===== config.mk =====
export PLATFORM = sky130hd
export DESIGN_NAME = owc_rx
export DESIGN_NICKNAME = d
export VERILOG_FILES = /design/src/rtl/owc_sync.v /design/src/rtl/owc_rx.v
export VERILOG_INCLUDE_DIRS = /design/src /design/src/rtl
export SDC_FILE = /design/constraint.sdc
export NUM_CORES = 1
export LEC_CHECK = 0
export BUFFER_PORTS_ARGS = -buffer_cell sky130_fd_sc_hd__buf_4
export CORE_ASPECT_RATIO = 0.5
export CORE_MARGIN = 10
export CORE_UTILIZATION = 40
export DETAILED_ROUTE_END_ITERATION = 8
export PLACE_DENSITY = 0.66
export SYNTH_ARGS = -nofsm -noshare
export SYNTH_HDL_FRONTEND = slang
export SYNTH_SLANG_ARGS = --single-unit
export TNS_END_PERCENT = 30

===== constraint.sdc =====
create_clock -name core_clk -period 14.18 [get_ports core_clk]
set_input_delay 0.709 -clock core_clk [delete_from_list [all_inputs] [get_ports core_clk]]
set_output_delay 0.709 -clock core_clk [all_outputs]
set_load 0.03 [all_outputs]

===== src/rtl/owc_regs.vh =====
`ifndef OWC_REGS_VH
`define OWC_REGS_VH

// Core clock rate in MHz and line timing in microseconds.
`define OWC_CLK_MHZ 250
`define OWC_TC_MIN_US 10
`define OWC_TC_MAX_US 100
`define OWC_RESET_US 12000
`define OWC_SYNC_TO_US 9000
`define OWC_GAP_US 10000

// Width of every time counter; holds the longest count with room.
`define OWC_CW 22

// Classes of a measured pulse relative to the bit period.
`define OWC_SYM_BAD 2'h0
`define OWC_SYM_HALF 2'h1
`define OWC_SYM_ONE 2'h2
`define OWC_SYM_TWO 2'h3

// Decoded commands.
`define OWC_CMD_ON 2'h1
`define OWC_CMD_OFF 2'h2
`define OWC_CMD_LATCH 2'h3

// Falling edges seen after the first one of the start-and-sync part.
`define OWC_SYNC_FALLS 2'h3

`endif


===== src/rtl/owc_sync.v =====
`timescale 1ns/1ps

module owc_sync (
   input wire core_clk,
   input wire rst,
   input wire async_in,
   output reg sync_out
);

   reg meta_reg;

   // The line idles high, so both stages reset high to avoid a false edge.
   always @(posedge core_clk or posedge rst) begin
      if (rst) begin
         meta_reg <= 1'b1;
         sync_out <= 1'b1;
      end else begin
         meta_reg <= async_in;
         sync_out <= meta_reg;
      end
   end

endmodule


===== src/rtl/owc_rx.v =====
`timescale 1ns/1ps
`include "owc_regs.vh"

module owc_rx #(
   parameter [`OWC_CW-1:0] RESET_CYC = `OWC_RESET_US * `OWC_CLK_MHZ,
   parameter [`OWC_CW-1:0] SYNC_TO_CYC = `OWC_SYNC_TO_US * `OWC_CLK_MHZ,
   parameter [`OWC_CW-1:0] GAP_CYC = `OWC_GAP_US * `OWC_CLK_MHZ,
   parameter [`OWC_CW-1:0] TC_MAX_CYC = `OWC_TC_MAX_US * `OWC_CLK_MHZ
) (
   input wire core_clk,
   input wire rst,
   input wire line_in,
   output reg line_out,
   output reg led_en,
   output reg path_closed
);

   localparam [`OWC_CW-1:0] TC_MIN_CYC = `OWC_TC_MIN_US * `OWC_CLK_MHZ;
   // Accepted span of three bit periods, with half a period of slack.
   localparam [`OWC_CW-1:0] T3_MIN = (TC_MIN_CYC << 1) + (TC_MIN_CYC >> 1);
   localparam [`OWC_CW-1:0] T3_MAX = (TC_MAX_CYC << 1) + TC_MAX_CYC +
                                     (TC_MAX_CYC >> 1);

   localparam [2:0] ST_IDLE = 3'h0;
   localparam [2:0] ST_SYNC = 3'h1;
   localparam [2:0] ST_GAP = 3'h2;
   localparam [2:0] ST_LOW1 = 3'h3;
   localparam [2:0] ST_MID = 3'h4;
   localparam [2:0] ST_LOW2 = 3'h5;
   localparam [2:0] ST_STOP = 3'h6;

   reg [2:0] state_reg;
   reg [2:0] state_next;
   reg [`OWC_CW-1:0] cnt_reg;
   reg [`OWC_CW-1:0] cnt_next;
   reg [`OWC_CW-1:0] t3_reg;
   reg [`OWC_CW-1:0] t3_next;
   reg [`OWC_CW-1:0] low_cnt_reg;
   reg [1:0] falls_reg;
   reg [1:0] falls_next;
   reg [1:0] cmd_reg;
   reg [1:0] cmd_next;
   reg buf_reg;
   reg buf_next;
   reg sw_next;
   reg led_next;
   reg din_d_reg;
   wire din_s;
   wire fall;
   wire rise;
   wire bus_reset;
   wire stop_done;
   wire [1:0] sym;

   // Classifies a pulse length against three bit periods: 12*len vs t3.
   function [1:0] sym_class;
      input [`OWC_CW-1:0] len;
      input [`OWC_CW-1:0] t3;
      reg [`OWC_CW+3:0] x;
      reg [`OWC_CW+3:0] t1;
      reg [`OWC_CW+3:0] t3x;
      reg [`OWC_CW+3:0] t10;
      begin
         x = ({4'h0, len} << 3) + ({4'h0, len} << 2);
         t1 = {4'h0, t3};
         t3x = t1 + (t1 << 1);
         t10 = (t1 << 3) + (t1 << 1);
         if (x < t1) begin
            sym_class = `OWC_SYM_BAD;
         end else if (x < t3x) begin
            sym_class = `OWC_SYM_HALF;
         end else if (x < (t3x << 1)) begin
            sym_class = `OWC_SYM_ONE;
         end else if (x < t10) begin
            sym_class = `OWC_SYM_TWO;
         end else begin
            sym_class = `OWC_SYM_BAD;
         end
      end
   endfunction

   owc_sync u_sync (
      .core_clk(core_clk),
      .rst(rst),
      .async_in(line_in),
      .sync_out(din_s)
   );

   assign fall = din_d_reg & ~din_s;
   assign rise = ~din_d_reg & din_s;
   assign bus_reset = ~din_s & (low_cnt_reg >= RESET_CYC);
   // Pulse widths are judged against the rate from the last sync.
   assign sym = sym_class(cnt_reg, t3_reg);
   // Stop is accepted after 1.5 bit periods of high.
   assign stop_done = ({cnt_reg, 1'b0} >= {1'b0, t3_reg});

   always @* begin
      state_next = state_reg;
      cnt_next = cnt_reg + {{(`OWC_CW-1){1'b0}}, 1'b1};
      t3_next = t3_reg;
      falls_next = falls_reg;
      cmd_next = cmd_reg;
      buf_next = buf_reg;
      sw_next = path_closed;
      led_next = led_en;
      case (state_reg)
         ST_IDLE: begin
            cnt_next = {`OWC_CW{1'b0}};
            falls_next = 2'h0;
            if (fall) begin
               state_next = ST_SYNC;
            end
         end
         ST_SYNC: begin
            if (cnt_reg >= SYNC_TO_CYC) begin
               state_next = ST_IDLE;
            end else if (fall) begin
               falls_next = falls_reg + 2'h1;
               if (falls_reg == `OWC_SYNC_FALLS - 2'h1) begin
                  // Fourth falling edge: three periods measured.
                  cnt_next = {`OWC_CW{1'b0}};
                  if (cnt_reg >= T3_MIN && cnt_reg <= T3_MAX) begin
                     t3_next = cnt_reg;
                     state_next = ST_GAP;
                  end else begin
                     state_next = ST_IDLE;
                  end
               end
            end
         end
         ST_GAP: begin
            // Gap limit counts from the last sync fall, so add one span.
            if (cnt_reg >= GAP_CYC + t3_reg) begin
               state_next = ST_IDLE;
            end else if (fall) begin
               cnt_next = {`OWC_CW{1'b0}};
               state_next = ST_LOW1;
            end
         end
         ST_LOW1: begin
            if (rise) begin
               cnt_next = {`OWC_CW{1'b0}};
               state_next = ST_STOP;
               if (sym == `OWC_SYM_HALF) begin
                  state_next = ST_MID;
               end else if (sym == `OWC_SYM_ONE) begin
                  cmd_next = `OWC_CMD_ON;
               end else if (sym == `OWC_SYM_TWO) begin
                  cmd_next = `OWC_CMD_LATCH;
               end else begin
                  state_next = ST_IDLE;
               end
            end
         end
         ST_MID: begin
            if (fall) begin
               cnt_next = {`OWC_CW{1'b0}};
               if (sym == `OWC_SYM_ONE) begin
                  state_next = ST_LOW2;
               end else begin
                  state_next = ST_IDLE;
               end
            end
         end
         ST_LOW2: begin
            if (rise) begin
               cnt_next = {`OWC_CW{1'b0}};
               if (sym == `OWC_SYM_HALF) begin
                  cmd_next = `OWC_CMD_OFF;
                  state_next = ST_STOP;
               end else begin
                  state_next = ST_IDLE;
               end
            end
         end
         ST_STOP: begin
            if (fall) begin
               state_next = ST_IDLE;
            end else if (stop_done) begin
               state_next = ST_IDLE;
               if (cmd_reg == `OWC_CMD_LATCH) begin
                  led_next = buf_reg;
                  sw_next = 1'b0;
               end else if (!path_closed) begin
                  buf_next = (cmd_reg == `OWC_CMD_ON);
                  sw_next = 1'b1;
               end
            end
         end
         default: begin
            state_next = ST_IDLE;
         end
      endcase
      // Any other stall past the gap limit falls back to standby.
      if (state_reg != ST_IDLE && state_reg != ST_SYNC &&
          state_reg != ST_GAP && cnt_reg >= GAP_CYC) begin
         state_next = ST_IDLE;
      end
      if (bus_reset) begin
         state_next = ST_IDLE;
         sw_next = 1'b0;
      end
   end

   always @(posedge core_clk or posedge rst) begin
      if (rst) begin
         state_reg <= ST_IDLE;
         cnt_reg <= {`OWC_CW{1'b0}};
         t3_reg <= T3_MIN;
         low_cnt_reg <= {`OWC_CW{1'b0}};
         falls_reg <= 2'h0;
         cmd_reg <= 2'h0;
         buf_reg <= 1'b0;
         path_closed <= 1'b0;
         led_en <= 1'b0;
         line_out <= 1'b1;
         din_d_reg <= 1'b1;
      end else begin
         state_reg <= state_next;
         cnt_reg <= cnt_next;
         t3_reg <= t3_next;
         falls_reg <= falls_next;
         cmd_reg <= cmd_next;
         buf_reg <= buf_next;
         path_closed <= sw_next;
         led_en <= led_next;
         din_d_reg <= din_s;
         // Saturates so a held-low line keeps the reset asserted.
         if (din_s) begin
            low_cnt_reg <= {`OWC_CW{1'b0}};
         end else if (low_cnt_reg < RESET_CYC) begin
            low_cnt_reg <= low_cnt_reg + {{(`OWC_CW-1){1'b0}}, 1'b1};
         end
         // Three flops of delay with the synchroniser; far below the allowed pass-through lag.
         line_out <= path_closed ? din_s : 1'b1;
      end
   end

endmodule


Yosys cells after proc, flatten, opt, wreduce, memory -nomap -nowiden
Index checks and enable logic that the tools add are counted.
Word-level totals
  register bits: 80
  memories kept: 0
  input bits: 3
  bits in writable memories: 0
  logic and storage cells: 139
  bits in latches: 0
  output and inout port bits: 3
  bits in read-only memories: 0
Operators by class
  mux-type cells: 49
  $lt $le $gt $ge: 12
  bitwise gates (word level): 9
  $mul: 0
  reductions and logical operators: 19
  shift-type cells: 0
  divide/modulo/power cells: 0
  equality and inequality tests: 30
  $add $sub $neg: 7
Operators with widths (number)
  22-bit 2-to-1 mux: 8
  22-bit one-hot mux with 5 select lines: 1
  22-bit >= comparator (second input constant): 3
  3-bit 2-to-1 mux: 18
  22-bit by 1-bit adder with 22-bit output (second input constant): 2
  25-bit by 23-bit adder with 26-bit output: 1
  25-bit by 24-bit adder with 26-bit output: 1
  26-bit by 22-bit < comparator with 1-bit output: 1
  26-bit by 24-bit < comparator with 1-bit output: 1
  26-bit by 25-bit < comparator with 1-bit output: 1
  26-bit < comparator: 1
  2-bit 2-to-1 mux: 13
  22-bit by 23-bit adder with 24-bit output: 1
  23-bit by 22-bit >= comparator with 1-bit output: 1
  22-bit adder (first input constant): 1
  22-bit by 13-bit >= comparator with 1-bit output (second input constant): 1
  22-bit >= comparator: 1
  22-bit by 17-bit <= comparator with 1-bit output (second input constant): 1
  22-bit < comparator (second input constant): 1
  3-bit one-hot mux with 7 select lines: 1
  5-bit inequality test (second input constant): 4
  4-bit inequality test (second input constant): 4
  2-bit inequality test (second input constant): 6
  5-bit AND reduction: 2
  23 further kinds: 51

Logic depth before layout (Yosys ltp)
  word-level depth: 14
  depth in mapped cells: 23
  depth with buffers taken out: 23

Cells and area by module
From an unflattened synthesis, not the netlist that was laid out.
Second synthesis, totals
  cell total of the unflattened synthesis: 1261
  area, all modules: 10851.7 um^2
By module, submodules not included
  owc_rx: area an instance 10795.4 um^2, instances 1, cells an instance 1258, seq. area each 1961.9 um^2
  owc_sync: area an instance 56.3 um^2, instances 1, cells an instance 3, seq. area each 52.6 um^2

Worst setup path after synthesis
Ideal clock, no wire load.
  path kind: flip-flop to flip-flop
  from: register t3_reg[2]
  to: register state_reg[2]
  data required time: 14100 ps
  slack: 8893 ps
  library setup time: 80 ps
  data arrival time: 5207 ps
  stages on the path, launching flop included: 24
  path buffers: 0
  period minus slack after synthesis: 5287 ps
  cells stage by stage: dfrtp_1 > ha_1 > fa_1 > a21o_1 > a21oi_1 > o21bai_1 > a21oi_1 > o21ai_0 > a41o_1 > o211a_1 > o21a_1 > or2_2 > ha_1 > a21o_1 > a21oi_1 > nor2b_1 > o21ai_0 > nand2b_1 > a221o_1 > maj3_2 > a2111oi_4 > nor3_1 > or4_1 > o211ai_2
On the way
  longest elaborated chain between the ends: 14
  elaborated cells between the ends (all ways): 31
  those cells by class: 3 x add/sub; 6 x order compare; 5 x eq/ne; 16 x mux; 1 x reduce/logical
RTL lines
  start: declaration: line owc_rx.v:36  | reg [`OWC_CW-1:0] t3_reg;
  start signal: assignment: line owc_rx.v:221  | t3_reg <= t3_next;
  25-bit by 23-bit adder with 26-bit output: line owc_rx.v:67  | t10 = (t1 << 3) + (t1 << 1);
  26-bit < comparator: line owc_rx.v:74  | end else if (x < t10) begin
  2-bit 2-to-1 mux: line owc_rx.v:74
  2-bit 2-to-1 mux: line owc_rx.v:72  | end else if (x < (t3x << 1)) begin
  2-bit 2-to-1 mux: line owc_rx.v:70  | end else if (x < t3x) begin
  2-bit 2-to-1 mux: line owc_rx.v:68  | if (x < t1) begin
  2-bit equality test (no line)
  3-bit 2-to-1 mux: line owc_rx.v:148  | end else if (sym == `OWC_SYM_TWO) begin
  3-bit 2-to-1 mux: line owc_rx.v:146  | end else if (sym == `OWC_SYM_ONE) begin
  3-bit 2-to-1 mux: line owc_rx.v:144  | if (sym == `OWC_SYM_HALF) begin
  3-bit 2-to-1 mux: line owc_rx.v:141  | if (rise) begin
  3-bit one-hot mux with 7 select lines: line owc_rx.v:106  | case (state_reg)
  3-bit 2-to-1 mux: line owc_rx.v:195  | if (state_reg != ST_IDLE && state_reg != ST_SYNC &&
  3-bit 2-to-1 mux: line owc_rx.v:199  | if (bus_reset) begin
  end signal: assignment: line owc_rx.v:219  | state_reg <= state_next;
  end: declaration: line owc_rx.v:32  | reg [2:0] state_reg;
Several ways; a longest one is shown, not always the timed one. The select of a mux whose other input is x is not followed.
A chain may end at the register's enable or synchronous reset.

Final worst setup path
Same ends and word-level chain as after synthesis.

==> results.sh <==
export IMPL_place_ws_ns=8.49
export IMPL_ctsHtreeMaxLevel=3
export IMPL_place_hpwl_mm=22.9
export IMPL_vias_per_cell=5.74
export IMPL_crit_buf_inv=0
export IMPL_ys_seq_elements=80
export IMPL_grt_max_degree=81
export IMPL_yosys_warnings=0
export IMPL_maxSlewViolCount=0
export IMPL_drt_total_wl_mm=28.6
export IMPL_diodes=0
export IMPL_pwr_density_cell_nw_per_um2=87.3
export IMPL_gp_congestion=0.957
export IMPL_ir_drop_uv=91.0
export IMPL_dpl_cell_area_um2=11300
export IMPL_cts_buffers=9
export IMPL_slew_headroom_pct=26.0
export IMPL_max_freq_mhz=173
export IMPL_drt_pass1_iterations=5
export IMPL_avgRoutedWirePerCell_um=17.7
export IMPL_grt_overflow_total=0
export IMPL_cts_resized_gates=0
export IMPL_portBuffers=5
export IMPL_crit_family="compound AO/OA/AOI/OAI gates"
export IMPL_cp_depth=23
export IMPL_antenna_left=0
export IMPL_synth_cell_types=86
export IMPL_p_leak_nw=5.54
export IMPL_nets=1511
export IMPL_synth_compound_area_share_pct=21.0
export IMPL_setup_tns_ns=0
export IMPL_syn_inst=1254
export IMPL_synth_mux_area_share_pct=2.63
export IMPL_async_reset_ff_share_pct=100
export IMPL_rsz0062_at_grt="false"
export IMPL_clkLatencyLatePin_ns=0.37
export IMPL_fp_row_count=42
export IMPL_yosysSeqAreaShare_pct=18.6
export IMPL_stdcell_area_um2=11600
export IMPL_post_route_min_period_ns=5.77
export IMPL_synth_fa_ha_area_share_pct=29.2
export IMPL_min_path_type="reg -> reg"
export IMPL_required_ns=14.47
export IMPL_die_area_um2=34400
export IMPL_die_h_um=136
export IMPL_drcViolationCount=0
export IMPL_cts_tree="built"
export IMPL_r2r_start="t3_reg[2]"
export IMPL_power_frac_clock_pct=23.9
export IMPL_start_util_pct=40.8
export IMPL_syn_cell_area_um2=10800
export IMPL_power_internal_mw=0.571
export IMPL_crit_top_cell="a21oi_1"
export IMPL_cp_max_fo=6
export IMPL_synth_edff_count=0
export IMPL_power_net_switching_mw=0.439
export IMPL_clkTransAtPathRegs_ns=0.07
export IMPL_design_core_area_um2=26500
export IMPL_power_frac_seq_pct=27.4
export IMPL_crit_start="t3_reg[2]"
export IMPL_drv_cap=0
export IMPL_ios=6
export IMPL_crit_end="state_reg[2]"
export IMPL_r2r_slack_ns=8.41
export IMPL_final_util_pct=43.6
export IMPL_p_total_mw=1.01
export IMPL_reg2reg_depth=23
export IMPL_synth_flop_cell="dfrtp_1"
export IMPL_synthSimpleGateAreaFrac_pct=16.8
export IMPL_setup_viol=0
export IMPL_hold_slack_ns=0.358
export IMPL_syn_area_per_cell_um2=8.63
export IMPL_vias=9279
export IMPL_synthXorXnorAreaFrac_pct=8.58
export IMPL_track_usage_pct=16.7
export IMPL_grt_antenna_before_repair=0
export IMPL_synth_nets=1505
export IMPL_tightest_slew_ns=1.11
export IMPL_die_x_um=253
export IMPL_finClkSkew_ns=0.00931
export IMPL_dp_cells=1601
export IMPL_drt_iter0_markers=613
export IMPL_regArea_um2=2010
export IMPL_crit_path_start_kind="flip-flop"
export IMPL_outcome="completed"
export IMPL_fill_cells=2569
export IMPL_arrival_ns=6.05
export IMPL_fin_ws_ns=8.41
export IMPL_cts_setup_buffers=0
export IMPL_ctsHoldBuffers=0
export IMPL_combPwrFrac_pct=48.7
export IMPL_cts_buffer_depth=2
export IMPL_grt_pass1_vias=9062
export IMPL_switching_share_pct=43.5
export IMPL_grt_pass1_wl_mm=47.1
export IMPL_drive_above_1_share_pct=4.66
export IMPL_multi_input_area_um2=8460
export IMPL_rr_endpoint="state_reg[2]"
export IMPL_fin_crit_sh_pct=40.7
export IMPL_crit_type="reg -> reg"
export IMPL_synth_top_family_by_area="adder cells"
export IMPL_clock_sinks=80
export IMPL_worstPathCellList="ha_1 -> fa_1 -> a21o_1 -> a21oi_1 -> o21bai_1 -> a21oi_1 -> o21ai_0 -> a41o_1 -> o211a_1 -> o21a_1 -> or2_2 -> ha_1 -> a21o_1 -> a21oi_1 -> nor2b_1 -> o21ai_0 -> nand2b_1 -> a221o_1 -> maj3_2 -> a2111oi_4 -> nor3_1 -> or4_1 -> o211ai_2"
export IMPL_finalHoldViolCount=0
export IMPL_cp_slowest_stage_delay_ns=0.47
export IMPL_stdcell_count=1617
export IMPL_cts_root_buffer="clkbuf_16"
export IMPL_worstSetupEndpointType="flip-flop"
export IMPL_crit_path_top_delay_cell="dfrtp_1"
export IMPL_synthToLayoutAreaGrowth_pct=6.90
-- power groups by stage --
stage	sequential [mW]	combinational [mW]	clock, mW
final	0.277	0.492	0.241
after global routing	0.280	0.544	0.257
after CTS	0.276	0.486	0.247
after detailed placement	0.280	0.479	0
after global placement	0.279	0.467	0
after floorplan	0.268	0.350	0
-- final cells by class --
| type | count | share of cell area (%) |
|---|---|---|
| Inverter | 79 | 2.57 |
| Multi-Input combinational cell | 1082 | 73.1 |
| Sequential cell | 80 | 17.4 |
| Timing Repair Buffer | 8 | 0.519 |
| Clock buffer | 9 | 1.95 |
| Tap cell | 352 | 3.81 |
| Clock inverter | 7 | 0.606 |
-- worst min-delay path by stage --
stage / from / to / slack [ns] / cells past startpoint
floorplan: u_sync.meta_reg / u_sync.sync_out / 0.35 / 0
global placement: u_sync.meta_reg / u_sync.sync_out / 0.35 / 0
detailed placement: u_sync.meta_reg / u_sync.sync_out / 0.35 / 0
CTS: u_sync.meta_reg / u_sync.sync_out / 0.36 / 0
global route: u_sync.meta_reg / u_sync.sync_out / 0.36 / 0
finish: u_sync.meta_reg / u_sync.sync_out / 0.36 / 0
-- cells in the mapped netlist (all sizes together), types with 4 or more instances --
| cell | count | share of area (%) |
|---|---|---|
| o211ai | 14 | 1.1 |
| dfstp | 10 | 2.4 |
| nand4 | 24 | 1.4 |
| o211a | 5 | 0.53 |
| nor2b | 24 | 1.5 |
| and3 | 11 | 0.64 |
| a211o | 10 | 0.81 |
| nor3 | 23 | 1.2 |
| or2 | 6 | 0.35 |
| nand3 | 35 | 1.7 |
| o31ai | 6 | 0.54 |
| mux2i | 25 | 2.3 |
| nor2 | 100 | 3.5 |
| nand2b | 19 | 1.1 |
| and2 | 4 | 0.23 |
| o2111ai | 6 | 0.49 |
| or3 | 11 | 0.64 |
| a21oi | 99 | 4.6 |
| inv | 78 | 2.7 |
| dfrtp | 70 | 16 |
| xnor2 | 60 | 4.9 |
| clkbuf | 9 | 0.31 |
| a2111oi | 7 | 0.93 |
| ha | 245 | 28 |
| a31oi | 6 | 0.35 |
| xor2 | 46 | 3.7 |
| o21a | 19 | 1.3 |
| a211oi | 24 | 1.7 |
| buf | 4 | 0.17 |
| nand2 | 85 | 2.9 |
| a21o | 38 | 2.6 |
| o21bai | 14 | 0.97 |
| o21ai | 58 | 2.8 |
| or4 | 4 | 0.35 |
-- worst register-to-register path: cells and delay by family (launching register included) --
family	cells	cell delay, ns
DFF	1	0.47
and+or+nand+nor	5	0.94
adders and majority gates	4	1.28
AOI/OAI and AO/OA	14	2.99
-- placed cells by master (no fill, tap or decap), types with 8 or more instances in the layout --
master,instances
nor2b_1,23
nand2_1,85
nor3_1,22
mux2i_1,25
a211o_1,10
o21bai_1,14
xor2_1,46
dfrtp_1,70
or3_1,11
o211ai_1,12
nand2b_1,19
buf_4,8
a211oi_1,24
nand4_1,24
nand3_1,34
o21ai_0,53
and3_1,11
nor2_1,99
xnor2_1,60
a21o_1,38
o21a_1,19
ha_1,245
inv_1,76
dfstp_2,10
clkbuf_16,9
a21oi_1,99
-- cells by family after synthesis --
kind of cell,count (synthesis)
and+or+nand+nor,364
AOI/OAI and AO/OA,333
DFF,80
muxes,28
xor gates and xnor gates,106
adders and majority gates,251
buffers and inverters,92
-- metal layers --
| layer | vias up | wire [um] | share of wire, % | track usage [%] |
|---|---|---|---|---|
| li1 | 4601 | - | - | - |
| met1 | 4453 | 13900 | 48 | 21.8 |
| met2 | 192 | 13300 | 47 | 28.6 |
| met3 | 33 | 988 | 3.5 | 2.15 |
| met4 | 0 | 437 | 1.5 | 4.18 |
| met5 | - | 0 | 0 | 0 |
Note: power is estimated with default switching activity, not from simulation.
